**src/verilog/ext_exec_defs.svh**
```systemverilog
`ifndef EXT_EXEC_DEFS_SVH
`define EXT_EXEC_DEFS_SVH

`define OPC_MOVE_IDX 8'hEB
`define OPC_SECOND 4'hF
`define OPC_PUSH 8'hFA
`define OPC_PSUB 8'hE9
`define PSEL_RETURN 2'h3
`define PSEL_FRAME 2'h2
`define IDX_LIMIT 8'h5F
`define ADDR_PCL 12'hFF9
`define ADDR_RETURN_TOP_LOW 12'hFFD
`define ADDR_RETURN_TOP_HIGH 12'hFFE
`define ADDR_RETURN_TOP_UPPER 12'hFFF
`define ACCESS_HI_BASE 12'hF00
`define INDF0_LO 12'hFEB
`define INDF0_HI 12'hFEF
`define INDF1_LO 12'hFE3
`define INDF1_HI 12'hFE7
`define INDF2_LO 12'hFDB
`define INDF2_HI 12'hFDF
`define FSR_RESET 12'h000
`define FSR_DEC 12'h001
`define ADDR_ZERO 12'h000
`define DATA_ZERO 8'h00
`define PC_RESET 21'h000000
`define PSEL_FSR0 2'h0
`define PSEL_FSR1 2'h1

`endif

```
**src/verilog/ext_exec_pkg.sv**
```systemverilog
package ext_exec_pkg;
  typedef enum logic [1:0] {
    ST_FETCH,
    ST_MOVE2,
    ST_IDLE
  } exec_state_t;
  typedef logic [11:0] daddr_t;
endpackage : ext_exec_pkg

```
**src/verilog/ext_exec.sv**
```systemverilog
`timescale 1ns/100ps
`include "ext_exec_defs.svh"

// Behaviour
// - indexed-to-file: source frame plus offset, literal destination
// - decode EB first word, F second word
// - both moves reach whole 12-bit space
// - indirect register as source reads 00h
// - indexed-to-indexed: both addresses frame plus offset
// - indirect register as indexed destination suppresses the write
// - push literal at frame, then decrement frame
// - push decoded FA, one cycle
// - subtract 6-bit literal from selected pointer
// - pointer subtract decoded E9 single word
// - select 11 subtracts frame then returns
// - return loads counter from stack, idle cycle
// - extension switches standard operands to indexed
// - extension off: access bank or bank select
// - on, access 0, f<=5Fh: frame plus f
// - above 5Fh or access 1 stays literal
// - destination select bit keeps normal meaning
// - frame zero maps to original access bank
module ext_exec (
  input wire logic clk,
  input wire logic rstn,
  input wire logic extension_enable_config,
  input wire logic [15:0] instr,
  input wire logic instr_valid,
  output logic instr_ready,
  output logic ext_decoded,
  input wire logic [7:0] bank_select_register,
  input wire logic [7:0] std_file_addr,
  input wire logic std_access_bit,
  input wire logic std_dest_bit,
  output ext_exec_pkg::daddr_t std_eff_addr,
  output logic std_result_to_w,
  output ext_exec_pkg::daddr_t rd_addr,
  input wire logic [7:0] rd_data,
  output ext_exec_pkg::daddr_t wr_addr,
  output logic [7:0] wr_data,
  output logic wr_en,
  input wire logic [20:0] return_stack_top,
  output logic [20:0] pc_load_value,
  output logic pc_load,
  output logic return_pop,
  output ext_exec_pkg::daddr_t fsr0_q,
  output ext_exec_pkg::daddr_t fsr1_q,
  output ext_exec_pkg::daddr_t frame_pointer_q
);
  import ext_exec_pkg::*;

  exec_state_t state_q;
  daddr_t dst_addr;
  logic [7:0] data_q;
  logic idx_dst_q;

  // extended opcodes are plain standard codes when the bit is clear
  logic en;
  assign en = extension_enable_config;

  logic take;
  logic dec_move;
  logic dec_push;
  logic dec_psub;
  logic dec_ret;
  logic second_ok;
  logic idx_mode;
  logic [1:0] psel;
  logic [5:0] lit6;
  logic [2:0] src_hit;
  logic [2:0] dst_hit;
  logic src_ind;
  logic dst_ind;

  assign take = instr_valid && state_q == ST_FETCH;
  assign dec_move = en && instr[15:8] == `OPC_MOVE_IDX;
  assign dec_push = en && instr[15:8] == `OPC_PUSH;
  assign dec_psub = en && instr[15:8] == `OPC_PSUB;
  assign psel = instr[7:6];
  assign lit6 = instr[5:0];
  assign dec_ret = dec_psub && psel == `PSEL_RETURN;
  assign ext_decoded = take && (dec_move || dec_push || dec_psub);

  // the idle cycle of the return takes no word
  assign instr_ready = state_q != ST_IDLE;

  // a second word without the prefix writes nothing and ends the move
  assign second_ok = state_q == ST_MOVE2 && instr_valid
      && instr[15:12] == `OPC_SECOND;

  function automatic daddr_t idx(input daddr_t base, input logic [6:0] z);
    return base + daddr_t'(z);
  endfunction : idx

  // source read address: first word of either move
  always_comb begin
    rd_addr = idx(frame_pointer_q, instr[6:0]);
  end

  // destination: offset from frame, or the 12-bit literal
  always_comb begin
    dst_addr = `ADDR_ZERO;
    if (idx_dst_q) begin
      dst_addr = idx(frame_pointer_q, instr[6:0]);
    end else begin
      dst_addr = instr[11:0];
    end
  end

  // the three indirect windows, once for each address
  indirect_window #(
    .LO(`INDF0_LO),
    .HI(`INDF0_HI)
  ) i_src_win0 (
    .addr(rd_addr),
    .hit(src_hit[0])
  );

  indirect_window #(
    .LO(`INDF1_LO),
    .HI(`INDF1_HI)
  ) i_src_win1 (
    .addr(rd_addr),
    .hit(src_hit[1])
  );

  indirect_window #(
    .LO(`INDF2_LO),
    .HI(`INDF2_HI)
  ) i_src_win2 (
    .addr(rd_addr),
    .hit(src_hit[2])
  );

  indirect_window #(
    .LO(`INDF0_LO),
    .HI(`INDF0_HI)
  ) i_dst_win0 (
    .addr(dst_addr),
    .hit(dst_hit[0])
  );

  indirect_window #(
    .LO(`INDF1_LO),
    .HI(`INDF1_HI)
  ) i_dst_win1 (
    .addr(dst_addr),
    .hit(dst_hit[1])
  );

  indirect_window #(
    .LO(`INDF2_LO),
    .HI(`INDF2_HI)
  ) i_dst_win2 (
    .addr(dst_addr),
    .hit(dst_hit[2])
  );

  assign src_ind = |src_hit;
  assign dst_ind = |dst_hit;

  // standard operand addressing
  assign idx_mode = en && !std_access_bit
      && std_file_addr <= `IDX_LIMIT;

  // frame zero leaves the low access bank where it was
  always_comb begin
    if (idx_mode) begin
      std_eff_addr = frame_pointer_q + daddr_t'(std_file_addr);
    end else if (std_access_bit) begin
      // only four bank bits exist in a 4096-byte space
      std_eff_addr = {bank_select_register[3:0], std_file_addr};
    end else if (std_file_addr <= `IDX_LIMIT) begin
      std_eff_addr = daddr_t'(std_file_addr);
    end else begin
      // upper access half maps to the special registers
      std_eff_addr = `ACCESS_HI_BASE | daddr_t'(std_file_addr);
    end
  end

  // the result goes where the select bit says
  assign std_result_to_w = !std_dest_bit;

  always_ff @(posedge clk or negedge rstn) begin
    if (!rstn) begin
      state_q <= ST_FETCH;
    end else begin
      case (state_q)
        ST_FETCH: begin
          if (take && dec_move) begin
            state_q <= ST_MOVE2;
          end else if (take && dec_ret) begin
            state_q <= ST_IDLE;
          end
        end
        ST_MOVE2: begin
          if (instr_valid) begin
            state_q <= ST_FETCH;
          end
        end
        ST_IDLE: state_q <= ST_FETCH;
        default: state_q <= ST_FETCH;
      endcase
    end
  end

  // first move word: latch source data, with indirect reads as zero
  always_ff @(posedge clk or negedge rstn) begin
    if (!rstn) begin
      data_q <= `DATA_ZERO;
      idx_dst_q <= 1'b0;
    end else if (take && dec_move) begin
      data_q <= src_ind ? `DATA_ZERO : rd_data;
      idx_dst_q <= instr[7];
    end
  end

  // second move word or push: destination and write
  always_ff @(posedge clk or negedge rstn) begin
    if (!rstn) begin
      wr_en <= 1'b0;
      wr_addr <= `ADDR_ZERO;
      wr_data <= `DATA_ZERO;
    end else begin
      wr_en <= 1'b0;
      if (second_ok) begin
        // forbidden destinations are the program's duty
        wr_en <= !(idx_dst_q && dst_ind);
        wr_addr <= dst_addr;
        wr_data <= data_q;
      end else if (take && dec_push) begin
        wr_en <= 1'b1;
        wr_addr <= frame_pointer_q;
        wr_data <= instr[7:0];
      end
    end
  end

  // pointer subtract leaves the status flags alone
  always_ff @(posedge clk or negedge rstn) begin
    if (!rstn) begin
      fsr0_q <= `FSR_RESET;
    end else if (take && dec_psub && psel == `PSEL_FSR0) begin
      fsr0_q <= fsr0_q - daddr_t'(lit6);
    end
  end

  always_ff @(posedge clk or negedge rstn) begin
    if (!rstn) begin
      fsr1_q <= `FSR_RESET;
    end else if (take && dec_psub && psel == `PSEL_FSR1) begin
      fsr1_q <= fsr1_q - daddr_t'(lit6);
    end
  end

  always_ff @(posedge clk or negedge rstn) begin
    if (!rstn) begin
      frame_pointer_q <= `FSR_RESET;
    end else if (take && dec_push) begin
      // the write above already took the old value as its address
      frame_pointer_q <= frame_pointer_q - `FSR_DEC;
    end else if (take && dec_psub && psel[1]) begin
      // select 2 and the return form both act on the frame pointer
      frame_pointer_q <= frame_pointer_q - daddr_t'(lit6);
    end
  end

  // return: counter load and stack pop, then one idle cycle
  always_ff @(posedge clk or negedge rstn) begin
    if (!rstn) begin
      pc_load <= 1'b0;
      return_pop <= 1'b0;
      pc_load_value <= `PC_RESET;
    end else begin
      pc_load <= 1'b0;
      return_pop <= 1'b0;
      if (take && dec_ret) begin
        pc_load <= 1'b1;
        return_pop <= 1'b1;
        pc_load_value <= return_stack_top;
      end
    end
  end
endmodule : ext_exec

// one window of indirect-access registers; a hit forces the
// moved data to zero or cancels an indexed-destination write
module indirect_window #(
  parameter logic [11:0] LO = `INDF0_LO,
  parameter logic [11:0] HI = `INDF0_HI
) (
  input wire ext_exec_pkg::daddr_t addr,
  output logic hit
);
  import ext_exec_pkg::*;

  assign hit = addr >= LO && addr <= HI;
endmodule : indirect_window

```
**config.mk**
```make
export PLATFORM = sky130hd
export DESIGN_NAME = ext_exec
export DESIGN_NICKNAME = d
export VERILOG_FILES = /design/src/verilog/ext_exec_pkg.sv /design/src/verilog/ext_exec.sv
export VERILOG_INCLUDE_DIRS = /design/src /design/src/verilog
export SDC_FILE = /design/constraint.sdc
export NUM_CORES = 1
export LEC_CHECK = 0
export BUFFER_PORTS_ARGS = -buffer_cell sky130_fd_sc_hd__buf_2
export CAP_MARGIN = 20
export CORE_ASPECT_RATIO = 1.5
export CORE_MARGIN = 4
export CORE_UTILIZATION = 49
export DETAILED_ROUTE_END_ITERATION = 12
export GPL_ROUTABILITY_DRIVEN = 0
export GPL_TIMING_DRIVEN = 0
export PLACE_DENSITY = 0.76
export SLEW_MARGIN = 40
export SYNTH_ARGS = -nofsm -noshare
export SYNTH_HDL_FRONTEND = slang
export SYNTH_HIERARCHICAL = 1
export SYNTH_SLANG_ARGS = --single-unit
export TNS_END_PERCENT = 30
```
**constraint.sdc**
```tcl
create_clock -name clk -period 3.6 [get_ports clk]
set_input_delay 0.36 -clock clk [delete_from_list [all_inputs] [get_ports clk]]
set_output_delay 0.36 -clock clk [all_outputs]
set_load 0.05 [all_outputs]
```
# [After elaboration in Yosys (flattened, before gate mapping)]
# Cells that the tools add are included.
[totals] register_bits=90 word_cells=94
[op_classes] reduce_logical=36 n_lt_le_gt_ge=13 n_eq_ne=10 add_sub_neg=6 muxes=18
[ops] op="$mux 12" count=8
[ops] op="$ge 12x12->1 const B" count=6
[ops] op="$le 12x12->1 const B" count=6
[ops] op="$sub 12x6->12" count=3
[ops] op="$eq 8x8->1 const B" count=3
[ops] op="$logic_and 1x1->1" count=24
[ops] op="$mux 8" count=3
[ops] op="$add 12x7->12" count=1
[ops] op="$add 12x8->12" count=1
[ops] op="$sub 12x1->12 const B" count=1
[ops] op="$le 8x7->1 const B" count=1
[ops] op="$mux 2" count=3
[ops] op="$reduce_or 3->1" count=2
[ops] op="$eq 2x1->1 const B" count=2
[ops] op="$eq 4x4->1 const B" count=1
[ops] op="$logic_not 2->1" count=2
[ops] op="$ne 2x2->1 const B" count=2
[ops] op="$pmux 2 s2" count=1
[ops] op="$reduce_bool 2->1" count=2
[ops] op="$logic_not 1->1" count=3
[ops] op="$mux 1" count=3
[ops] op="$ne 3x1->1 const B" count=1
[ops] op="$eq 2x2->1 const B" count=1
[ops] op="$logic_or 1x1->1" count=2
[ops] op="$reduce_and 2->1" count=1

# [Logic depth before layout (Yosys ltp)]
# Gate-level depths: netlist of the first run.
[depth] depth_word=8 ltp_mapped=13

# [Cells and area by module]
# Netlist of the first run, hierarchy kept.
[modules_own_cells] module="ext_exec" instances=1 seq_area_each_um2=2252.2 area_per_inst_um2=5641.7 cells_each=649
[modules_own_cells] module="indirect_window (i_dst_win0 ...)" instances=4 seq_area_each_um2=0.0 area_per_inst_um2=35.0 cells_each=5
[modules_own_cells] module="indirect_window (i_dst_win1 ...)" instances=2 seq_area_each_um2=0.0 area_per_inst_um2=37.5 cells_each=5

# [Worst setup path after synthesis of the first run]
# Ideal clock, no wire load.
[synth_path] path_type="register to register" from="register frame_pointer_q[1]" to="register data_q[0]" setup_time_ns=0.134 t_arrival_ns=3.785 slack_ns=-0.319 n_path_buf=0 path_stages_with_launch=13 path_cell_list="dfrtp_1 -> inv_1 -> fa_1 -> nor2b_1 -> o2111ai_1 -> a21boi_0 -> o2111ai_1 -> xnor2_1 -> nand4b_1 -> nor4_2 -> nor3_1 -> nand2_1 -> o21ai_0"
[synth_via] elab_chain_cells=5
[synth_rtl] element="from (decl)" line="ext_exec.sv:48" source="output ext_exec_pkg::daddr_t frame_pointer_q"
[synth_rtl] element="from (signal assigned)" line="ext_exec.sv:258" source="frame_pointer_q <= `FSR_RESET;"
[synth_rtl] element="from (signal assigned)" line="ext_exec.sv:261" source="frame_pointer_q <= frame_pointer_q - `FSR_DEC;"
[synth_rtl] element="from (signal assigned)" line="ext_exec.sv:264" source="frame_pointer_q <= frame_pointer_q - daddr_t'(lit6);"
[synth_rtl] element="$add 12x7->12 *" line="ext_exec.sv:92" source="return base + daddr_t'(z);"
[synth_rtl] element="net rd_addr[10]" line="ext_exec.sv:37" source="output ext_exec_pkg::daddr_t rd_addr,"
[synth_rtl] element="$ge 12x12->1 / $le 12x12->1 (equally long branches)" line="ext_exec.sv:297" source="assign hit = addr >= LO && addr <= HI;"
[synth_rtl] element="$logic_and 1x1->1 *" line="ext_exec.sv:297"
[synth_rtl] element="net src_hit[2]" line="ext_exec.sv:70" source="logic [2:0] src_hit;"
[synth_rtl] element="$reduce_or 3->1 *" line="ext_exec.sv:159" source="assign src_ind = |src_hit;"
[synth_rtl] element="$mux 8 *" line="ext_exec.sv:213" source="data_q <= src_ind ? `DATA_ZERO : rd_data;"
[synth_rtl] element="to (signal assigned)" line="ext_exec.sv:210" source="data_q <= `DATA_ZERO;"
[synth_rtl] element="to (signal assigned)" line="ext_exec.sv:213"
[synth_rtl] element="to (decl)" line="ext_exec.sv:54" source="logic [7:0] data_q;"
# The timed path passes the listed nets; every way through them passes the cells marked *.
# A chain may end at the register's enable or synchronous reset.

# [Worst setup path after layout of the first run]
[layout_path] from="register frame_pointer_q[0]" to="output std_eff_addr[10]"
[layout_via] elab_chain_cells=2
[layout_rtl] element="$add 12x8->12" line="ext_exec.sv:169" source="std_eff_addr = frame_pointer_q + daddr_t'(std_file_addr);"
[layout_rtl] element="$mux 12" line="ext_exec.sv:168" source="if (idx_mode) begin"
[layout_rtl] element="to (decl)" line="ext_exec.sv:35" source="output ext_exec_pkg::daddr_t std_eff_addr,"
# Every way passes these cells.

==> key figures, run 1 <==
Drt
  • WL met1: 6560 um
  • Via count: 5635
  • DRC Markers: 0
  • Metal2 WL: around 8300 um
  • Top sig layer: met4
  • Final ANT Viol Nets: 0
  • Drt initial violations: 206
  • DR pass1 iterations: 4
  • Routed wl met3: 951 um
  • Overall routed net length: 16400 um
  • DR WL/cell: 16.1 um
  • Via/cell ratio: around 5.5

Die
  • Die width: slightly below 100 um
  • Num rows: 48
  • Die Y: 142 um
  • I/O pin total: about 170
  • Die Area: 13800 sq um
  • Starting Density: 50.5%
  • Core area: 11600 sq um

Power and ir drop
  • Pwr Total: around 0.0025 W
  • NetSw: 0.000791 W
  • Logic pwr share: 19.9%
  • Switching part of the total: between 30% and 40%
  • Sequential power share: 42.2%
  • Pint: roughly 0.0017 W
  • Clock share of power: approximately 38%
  • Peak supply drop: 227 uV
  • Cell Pwr Density: 341 nW/um^2
  • Leak: 3.92 nW

STA
  • Max Fclk: about 300 MHz
  • Final TNS setup: 0 ps
  • Final setup skew: 11.6 ps
  • Fin crit period: 3310 ps
  • # setup viols final: 0
  • Rel. slew slack: 61.7%
  • Fin crit share: 91.9%
  • Fin. Hold Viols: 0
  • Unrepaired setup endpoints after global routing: no
  • Worst slew pin tran: 567 ps
  • Max Slew Vio Count: 0

Critical path
  • Setup CP Type: reg2out
  • Worst path max stage delay: around 480 ps
  • CP top delay family: simple AND/OR/NAND/NOR gates
  • Crit Reg-Reg Startpoint: frame_pointer_q[0]
  • Reg2Reg Depth: 13
  • CP Capture Type: output pin
  • R2r endpoint: data_q[6]
  • CP startpoint kind: flip-flop
  • CP Max Fanout: 6
  • Crit-path cells: ha_1, inv_1, fa_1, nor2b_1, o211ai_1, a21boi_0, o41ai_1, or4_1, nand3_1, buf_2
  • CP required: 3240 ps
  • WP buf/inv: 2
  • Worst Path Arrival: 2950 ps
  • R2r setup slk: 400 ps
  • Slowest CP cell: dfrtp_1

Logic synthesis
  • Post-Syn Area: 5860 sq um
  • Ys Warns: 6
  • Post-synth top flop: dfrtp_1
  • Syn Area/Cell: 8.63 sq um
  • Synth unique cells: ~60
  • Post-synth EDFFs: 0
  • Synth Net Count: 784
  • Synth Instances: 679
  • Ys async rst share: between 90% and 100%
  • Seq/Total Area, Yosys: 38.5%
  • FF+latch count, synth: 90

Clock network
  • Clk slew on worst S/H paths: 70 ps
  • Clk_lat worst skew: 350 ps
  • # clock sinks: 90
  • Longest Clk Path Bufs: 2
  • Postcts setup bufs: 0
  • CTS buffer count: 9
  • H-tree Lvls: 3
  • TritonCTS clock tree: done
  • CTS root buf: clkbuf_16

Cells and area
  • Reg area: 2250 sq um
  • Fillcell total: approximately 1000
  • Antenna cells: 0
  • Most common cell after layout, fill and taps aside: nand2_1
  • Multi-input gate area: 3470 sq um
  • Most frequent cells in the layout: nand2_1 (176), buf_2 (170), dfrtp_1 (90)
  • Share of post-route cells with drive strength above 1: 25.6%
  • Area grow syn2layout: 24.4%
  • Fin cells: between 1000 and 1500
  • Nets: 966

Hold path
  • Worst hold start: return_stack_top[17]
  • Hold crit path type: in2reg
  • WHS Endpoint: pc_load_value[17]
  • Hold depth: 3

Placed design
  • Placed Instances: roughly 1000
  • Number of I/O port buffers: 169
  • HPWL after DPL: around 13000 um

Global routing
  • Initial antenna violation count: 0
  • Gr usage total: 23.8%
  • Vias in the first global route: roughly 5500
  • Largest net degree at the start of global routing: 53
  • First-pass GRT wire length: roughly 27000 um
  • Gr ovfl total: 0

Run
  • Maxcap violations: 0

Outcome
  • Outcome: complete, no violations
[worst max-delay path by stage]
stage | from | end | slack, ps | cells after the start
detailed placement | instr[1] | data_q[6] | 110 | 13
floorplan | frame_pointer_q[4] | wr_en | -30 | 10
global placement | instr[1] | data_q[6] | -180 | 13
global route | frame_pointer_q[1] | data_q[2] | 50 | 12
finish | frame_pointer_q[0] | std_eff_addr[10] | 290 | 10
CTS | frame_pointer_q[0] | data_q[6] | 200 | 13
[metrics by stage]
stage | hold slack [ps] | setup slack, ps | area [sq um] | util, %
finish | 202 | 291 | 7290 | 62.9
global route | 209 | 49.7 | 7290 | 62.9
CTS | 196 | 197 | 7260 | 62.6
detailed placement | 339 | 114 | 6940 | 59.9
global placement | 444 | -185 | 6910 | 59.6
floorplan | 64.4 | -25.1 | 5880 | -
[layer usage]
metal  vias up  global-route usage (%)
li1       2751                       -
met1      2670                    29.9
met2       175                    42.0
met3        39                    3.15
met4         0                    8.39
met5         -                       0
[power groups by stage]
stage	combinational [W]	sequential, W	clock (W)
3_5_place_dp	0.000490	0.00107	0
6_report	0.000494	0.00105	0.000942
4_1_cts	0.000494	0.00105	0.000954
3_3_place_gp	0.000481	0.00107	0
5_1_grt	0.000536	0.00105	0.000999
2_1_floorplan	0.000272	0.00113	0
[cell families (layout without fill, tap and decap cells)]
kind of cell	after synthesis	count (layout)	share of synthesized area [%]
adders and majority gates	38	38	8.76
muxes	13	13	2.44
xor gates and xnor gates	36	36	5.38
DFF	90	90	38.5
and+or+nand+nor	309	309	26.1
AOI/OAI and AO/OA	146	146	15.6
buffers and inverters	47	234	3.25
[state kept, by name, summed over array words and instances, names as in the netlist]
signal / count
data_q: 8
frame_pointer_q: 12
fsr0_q: 12
fsr1_q: 12
idx_dst_q: 1
pc_load_value: 21
return_pop: 1
state_q: 2
wr_addr: 12
wr_data: 8
wr_en: 1
[repair_timing]
item,CTS,global route
endpoints found under the hold margin,51,0
endpoints found under the setup margin,0,8
hold buffers,1,0
resized for setup,0,5
[Yosys cell counts, types with 3 or more instances]
master | number | share of area (%)
o31a_1 | 6 | 0.90
o2111ai_1 | 4 | 0.60
nand4b_1 | 5 | 0.75
o21ai_0 | 42 | 3.6
dfrtp_1 | 90 | 38
or3b_1 | 3 | 0.45
or4_1 | 4 | 0.51
a211oi_1 | 8 | 1.0
nand2b_1 | 13 | 1.4
or3_1 | 3 | 0.32
and3_1 | 4 | 0.43
a21boi_0 | 3 | 0.38
nor2b_1 | 11 | 1.2
a31oi_1 | 18 | 1.9
o21ai_1 | 5 | 0.43
clkbuf_1 | 22 | 1.4
nand2_1 | 176 | 11
fa_1 | 5 | 1.7
mux2_2 | 10 | 1.9
nor4_1 | 6 | 0.64
xnor2_1 | 17 | 2.5
nand3_1 | 16 | 1.4
nor2_1 | 29 | 1.9
o21a_1 | 9 | 1.2
mux2i_1 | 3 | 0.51
a21oi_1 | 24 | 2.1
ha_1 | 33 | 7.0
nor3_1 | 11 | 0.94
inv_1 | 21 | 1.3
xor2_1 | 19 | 2.8
o211ai_1 | 3 | 0.38
nor4_2 | 7 | 1.5
a21o_1 | 15 | 1.9
[layout make-up]
class | count | share of cell area [%]
Inverter | 21 | 1.08
Clock inverter | 5 | 0.687
Clock buffer | 11 | 3.47
Multi-Input combinational cell | 542 | 47.6
Tap cell | 150 | 2.58
Timing Repair Buffer | 171 | 12.1
Buffer | 26 | 1.53
Sequential cell | 90 | 30.9
[worst reg2reg max path: cells and delay by family (launching register included)]
| kind | cells | cell delay (ps) |
|---|---|---|
| AOI/OAI and AO/OA | 4 | 690 |
| buffers and inverters | 1 | 50 |
| DFF | 1 | 480 |
| adders and majority gates | 2 | 610 |
| xor gates and xnor gates | 1 | 320 |
| and+or+nand+nor | 5 | 940 |
No activity file was read; power rests on OpenSTA's default activity.
==> run 2: changes to the inputs <==
Settings changed: RECOVER_POWER from default to 50.
==> key figures, run 2 (synthesis gave the netlist of run 1 again) <==
Outcome
  • Outcome: finished with violations
  • Failing checks: max-capacitance violations, max-slew violations

Clock network
  • TritonCTS clock tree: done
  • Clk slew on worst S/H paths: 70 ps (about the same)
  • Postcts setup bufs: 0 (unchanged)
  • Longest Clk Path Bufs: 2 (unchanged)
  • H-tree Lvls: 3 (unchanged)
  • # clock sinks: 90 (unchanged)
  • CTS buffer count: 9 (unchanged)
  • Clk_lat worst skew: 350 ps (about the same)
  • CTS root buf: clkbuf_16

Die
  • Die width: 97.3 um (unchanged)
  • Starting Density: 50.5% (unchanged)
  • I/O pin total: 174 (unchanged)
  • Num rows: 48 (unchanged)
  • Core area: 11600 sq um (unchanged)
  • Die Area: 13800 sq um (unchanged)
  • Die Y: 142 um (unchanged)

Drt
  • Final ANT Viol Nets: 0 (unchanged)
  • Drt initial violations: 243 (+18%)
  • Overall routed net length: 16400 um (about the same)
  • Via/cell ratio: 5.55 (about the same)
  • DR pass1 iterations: 5 (+1)
  • Via count: 5638 (+0.053%)
  • DRC Markers: 0 (unchanged)
  • DR WL/cell: 16.1 um (about the same)

STA
  • Final setup skew: 11.4 ps (-0.189 ps)
  • Unrepaired setup endpoints after global routing: no
  • Fin crit period: 3300 ps (-6.29 ps)
  • # setup viols final: 0 (unchanged)
  • Fin crit share: 91.7% (-0.17 points)
  • Worst slew pin tran: 2320 ps (+1750 ps)
  • Fin. Hold Viols: 0 (unchanged)
  • Rel. slew slack: -54.5% (-120 points)
  • Max Fclk: 303 MHz (+0.19%)
  • Max Slew Vio Count: 52 (+52)

Global routing
  • Largest net degree at the start of global routing: 53 (unchanged)
  • Vias in the first global route: 5486 (unchanged)
  • Gr usage total: 23.8% (unchanged)
  • First-pass GRT wire length: 26900 um (unchanged)
  • Gr ovfl total: 0 (unchanged)
  • Initial antenna violation count: 0 (unchanged)

Critical path
  • Worst Setup EP: std_eff_addr[10]
  • CP required: 3240 ps (about the same)
  • Setup CP Type: reg2out
  • CP Depth: 10 (unchanged)
  • Crit Reg-Reg Startpoint: frame_pointer_q[0]
  • R2r setup slk: 400 ps (about the same)
  • Reg2Reg Depth: 13 (unchanged)
  • Crit-path cells: ha_1, inv_1, fa_1, nor2b_1, o211ai_1, a21boi_0, o41ai_1, or4_1, nand3_1, buf_2
  • WP buf/inv: 2 (unchanged)
  • Worst Path Arrival: 2940 ps (about the same)
  • Worst setup startpoint: frame_pointer_q[0]
  • R2r endpoint: data_q[6]
  • Worst path max stage delay: 470 ps (about the same)
  • CP startpoint kind: flip-flop
  • CP Capture Type: output pin
  • Slowest CP cell: dfrtp_1
  • CP Max Fanout: 6 (unchanged)
  • CP top delay family: simple AND/OR/NAND/NOR gates

Placed design
  • Placed inst area: 6940 sq um (unchanged)
  • HPWL after DPL: 12900 um (unchanged)
  • Number of I/O port buffers: 169 (unchanged)

Power and ir drop
  • Cell Pwr Density: 344 nW/um^2 (+0.91%)
  • Leak: 3.69 nW (-5.8%)
  • Pwr Total: 0.00248 W (about the same)
  • Peak supply drop: 227 uV (-0.16%)

Cells and area
  • Nets: 966 (unchanged)
  • Most common cell after layout, fill and taps aside: nand2_1
  • Max reg flops: 21 (unchanged)
  • Share of post-route cells with drive strength above 1: 19.4% (-6.2 points)
  • Antenna cells: 0 (unchanged)
  • Area grow syn2layout: 23.2%
  • Fillcell total: 1056 (+2.6%)
  • Design area: 7220 sq um (-0.94%)
  • Most frequent cells in the layout: nand2_1 (176), buf_2 (117), dfrtp_1 (90)
  • Final core utilization: 62.3% (-0.59 points)
  • Top reg by flops: pc_load_value

Hold path
  • Worst hold start: return_stack_top[17]
  • Hold depth: 3 (unchanged)
  • Hold crit path type: in2reg

Run
  • Maxcap violations: 1 (+1)
## run 2: cell types whose count changed in the layout (fill, tap and decap cells not counted)
cell	before	now
buf_2	170	117
clkbuf_1	22	75
dlygate4sd2_1	0	1
buf_6	2	1
## run 2: through the flow
stage,TNS (ps),instances,hold WS [ps],setup WS [ps]
2_1_floorplan,-25.1,679,64.4,-25.1
3_3_place_gp,-1360,998,444,-185
3_5_place_dp,0,999,339,114
4_1_cts,0,1016,196,197
5_1_grt,0,1016,209,49.7
6_report,0,1016,199,297
## run 2: layer usage
layer / vias up / GRT usage (%) / share of wire [%]
li1: 2749 / - / -
met1: 2679 / 29.9 / 41
met2: 177 / 42.0 / 51
met3: 33 / 3.15 / 5.4
met4: 0 / 8.39 / 2.8
met5: - / 0 / 0
## run 2: power breakdown
part	switching (W)	internal [W]	total [W]
sequential	0.0000196	0.00103	0.00105
combinational	0.000346	0.000145	0.000491
clock	0.000428	0.000516	0.000944
total	0.000793	0.00169	0.00248
## run 2: how the worst min path moves through the flow
stage,endpoint,slack [ps]
after floorplan,data_q[0],60
after global placement,pc_load_value[10],440
after detailed placement,fsr0_q[5],340
after CTS,pc_load_value[17],200
after global routing,pc_load_value[1],210
final,pc_load_value[17],200
## run 2: area by class of cell
| cell class | count | area, sq um | area share (%) |
|---|---|---|---|
| Multi-Input combinational cell | 542 | 3470 | 48.1 |
| Sequential cell | 90 | 2250 | 31.2 |
| Timing Repair Buffer | 171 | 813 | 11.3 |
| Clock buffer | 11 | 253 | 3.50 |
| Tap cell | 150 | 188 | 2.60 |
| Buffer | 26 | 111 | 1.54 |
| Inverter | 21 | 78.8 | 1.09 |
| Clock inverter | 5 | 50.0 | 0.693 |
## run 2: timing repair
item | CTS | global route
hold buffers | 1 | 0
resized for setup | 0 | 5
setup endpoints to repair | 0 | 8
hold endpoints to repair | 51 | 0
## run 2: worst register-to-register path, delay by kind of cell, from the launching register on
kind / cells / cell delay [ps]
AOI/OAI and AO/OA: 4 / 680
xor gates and xnor gates: 1 / 320
adders and majority gates: 2 / 610
buffers and inverters: 1 / 50
DFF: 1 / 470
and+or+nand+nor: 5 / 940
==> run 3: changes to the inputs <==
Settings changed: ABC_AREA from default to 1, PLACE_DENSITY 0.76 to 0.75.
==> key figures, run 3 <==
Run
  • Maxcap violations: 1 (unchanged)

STA
  • Final worst slack: 342 ps (+44.4 ps)
  • Max Slew Vio Count: 36 (-31%)
  • Worst slew pin tran: 2130 ps (-185 ps)
  • Max Fclk: 307 MHz (+1.4%)
  • Fin crit share: 90.5% (-1.2 points)
  • Final TNS setup: 0 ps (unchanged)
  • Unrepaired setup endpoints after global routing: no
  • Rel. slew slack: -42.2% (+12 points)
  • Fin crit period: 3260 ps (-44.4 ps)
  • Final setup skew: 11.7 ps (+0.346 ps)
  • Fin. Hold Viols: 0 (unchanged)
  • # setup viols final: 0 (unchanged)

Clock network
  • Clk slew on worst S/H paths: 60 ps (about the same)
  • H-tree Lvls: 3 (unchanged)
  • Clk_lat worst skew: 350 ps (about the same)
  • Post-CTS Resized: 0 (unchanged)
  • CTS root buf: clkbuf_16
  • CTS buffer count: 9 (unchanged)
  • Cts hold-fix bufs: 1 (unchanged)
  • # clock sinks: 90 (unchanged)
  • TritonCTS clock tree: done
  • Longest Clk Path Bufs: 2 (unchanged)
  • Postcts setup bufs: 0 (unchanged)

Logic synthesis
  • Ranking of synthesized cells by area: dfrtp_1 (34%), nand2_1 (19%), inv_1 (6.5%), ha_1 (6.2%), nand3_1 (5.0%)
  • Post-synth top flop: dfrtp_1
  • Synth Net Count: 1073 (+37%)
  • Post-synth EDFFs: 0 (unchanged)
  • Ys async rst share: 100% (unchanged)
  • Ys Warns: 6 (unchanged)
  • Most frequent cells after synthesis: nand2_1 (343), inv_1 (114), dfrtp_1 (90), nand3_1 (66), nor2_1 (66)
  • Cell type with the largest total area after synthesis: dfrtp_1
  • Synth unique cells: 39 (-34%)
  • Seq/Total Area, Yosys: 34.0% (-4.5 points)
  • Post-Syn Area: 6630 sq um (+13%)
  • Share of the synthesized area in the top cell type: 34.0% (-4.5 points)
  • Synth Instances: 968 (+43%)
  • FF+latch count, synth: 90 (unchanged)
  • Syn Area/Cell: 6.85 sq um (-21%)
  • Most frequent cell after synthesis: nand2_1

Die
  • Num rows: 51 (+6.3%)
  • I/O pin total: 174 (unchanged)
  • Die Y: 150 um (+6.0%)
  • Starting Density: 50.4% (-0.10 points)
  • Die width: 103 um (+5.9%)
  • Die Area: 15500 sq um (+12%)
  • Core area: 13100 sq um (+13%)

Critical path
  • Slowest CP cell: nor3_2
  • Crit-path cells: ha_1, inv_1, fa_1, nand3b_1, nand2_1, nand2_1, nand2_1, nand3_1, and2_1, inv_1, nor2_2, nand3_1, nor2_1, nor3_2, nand2_1, o21ai_1
  • CP required: 3860 ps (+620 ps)
  • Setup CP Type: reg2reg
  • Most common cell on crit path: nand2_1
  • CP startpoint kind: flip-flop
  • CP Max Fanout: 8 (+2)
  • Worst path max stage delay: 570 ps (+100 ps)
  • Worst Path Arrival: 3520 ps (+580 ps)
  • CP Capture Type: flip-flop

Global routing
  • Gr usage total: 25.1% (+1.3 points)
  • Largest net degree at the start of global routing: 56 (+5.7%)
  • Vias in the first global route: 6420 (+17%)
  • Gr ovfl total: 0 (unchanged)
  • First-pass GRT wire length: 30400 um (+13%)
  • Initial antenna violation count: 1 (+1)

Drt
  • Drt initial violations: 350 (+44%)
  • DR pass1 iterations: 5 (unchanged)
  • Via/cell ratio: 5.23 (-5.8%)
  • DR WL/cell: 14.8 um (-7.9%)
  • Final ANT Viol Nets: 0 (unchanged)
  • DRC Markers: 0 (unchanged)
  • Overall routed net length: 19500 um (+19%)
  • Via count: 6866 (+22%)

Cells and area
  • Max reg flops: 21 (unchanged)
  • Area grow syn2layout: 19.9%
  • Most frequent cells in the layout: nand2_1 (343), buf_2 (121), inv_1 (115)
  • Design area: 7950 sq um (+10%)
  • Share of post-route cells with drive strength above 1: 16.8% (-2.6 points)
  • Most common cell after layout, fill and taps aside: nand2_1
  • Nets: 1254 (+30%)
  • Top reg by flops: pc_load_value

Outcome
  • Outcome: finished with violations
  • Failing checks: max-capacitance violations, max-slew violations

Power and ir drop
  • Leak: 4.36 nW (+18%)
  • Peak supply drop: 303 uV (+33%)
  • Cell Pwr Density: 328 nW/um^2 (-4.9%)

Placed design
  • Placed inst area: 7710 sq um (+11%)
  • HPWL after DPL: 15500 um (+20%)
  • Worst slack, placed: 343 ps (+229 ps)
  • Number of I/O port buffers: 168 (-0.59%)

Hold path
  • Hold crit path type: in2reg
## run 3: final cells by class
cell class,count,area (sq um)
well taps,159,199
clock buffers,11,243
clock inverters,4,51.3
plain buffers,23,135
diodes,1,2.50
repair buffers,170,812
flip-flops and latches,90,2250
fillers,1311,5200
inverters,124,465
multi-input cells,731,3790
## run 3: layer usage
metal	track usage (%)	routed length, um	vias to the layer above
li1	-	-	3437
met5	0	0	-
met1	28.7	7450	3138
met2	44.8	9930	238
met3	4.13	1290	53
met4	11.7	796	0
## run 3: logic make-up (layout without fill, tap and decap cells)
group           count (synthesis)  in the layout  synth area share (%)
simple gates                  528            528                  33.9
buf+inv                       147            332                  9.06
compound gates                131            131                  10.9
flops                          90             90                  34.0
fa+ha+maj                      38             38                  7.74
xor+xnor                       34             34                  4.49
other cells                     0              1                     0
## run 3: power by group
part | total (W) | switching [W] | internal [W]
clock network | 0.000959 | 0.000404 | 0.000555
logic | 0.000586 | 0.000424 | 0.000162
registers | 0.00106 | 0.0000253 | 0.00103
## run 3: through the flow
stage / hold WS, ps / utilization (%) / std cells / power, W
CTS: 203 / 61.0 / 1312 / 0.00263
finish: 212 / 60.5 / 1313 / 0.00260
global route: 215 / 60.5 / 1313 / 0.00271
global placement: 449 / 58.4 / 1295 / 0.00165
floorplan: 64.4 / - / 968 / 0.00148
detailed placement: 281 / 58.7 / 1296 / 0.00166
## run 3: worst max-delay path, delay by kind of cell (launching register included)
kind                       cells  cell delay, ps
AOI/OAI and AO/OA              1             180
adders and majority gates      2             660
buffers and inverters          2             130
DFF                            1             510
and+or+nand+nor               11            1690
## run 3: worst paths after layout
| kind | from | to | slack [ps] | cells past startpoint |
|---|---|---|---|---|
| setup / recovery | frame_pointer_q[0] | data_q[2] | 340 | 16 |
| hold / removal | return_stack_top[7] | pc_load_value[7] | 210 | 3 |
| setup reg to reg | frame_pointer_q[0] | data_q[2] | 340 | 16 |
| hold reg to reg | pc_load_value[18] | pc_load_value[18] | 470 | 2 |
| max in group asynchronous | rstn | wr_addr[5] | 1210 | 2 |
| min in group asynchronous | rstn | fsr0_q[9] | 1170 | 2 |
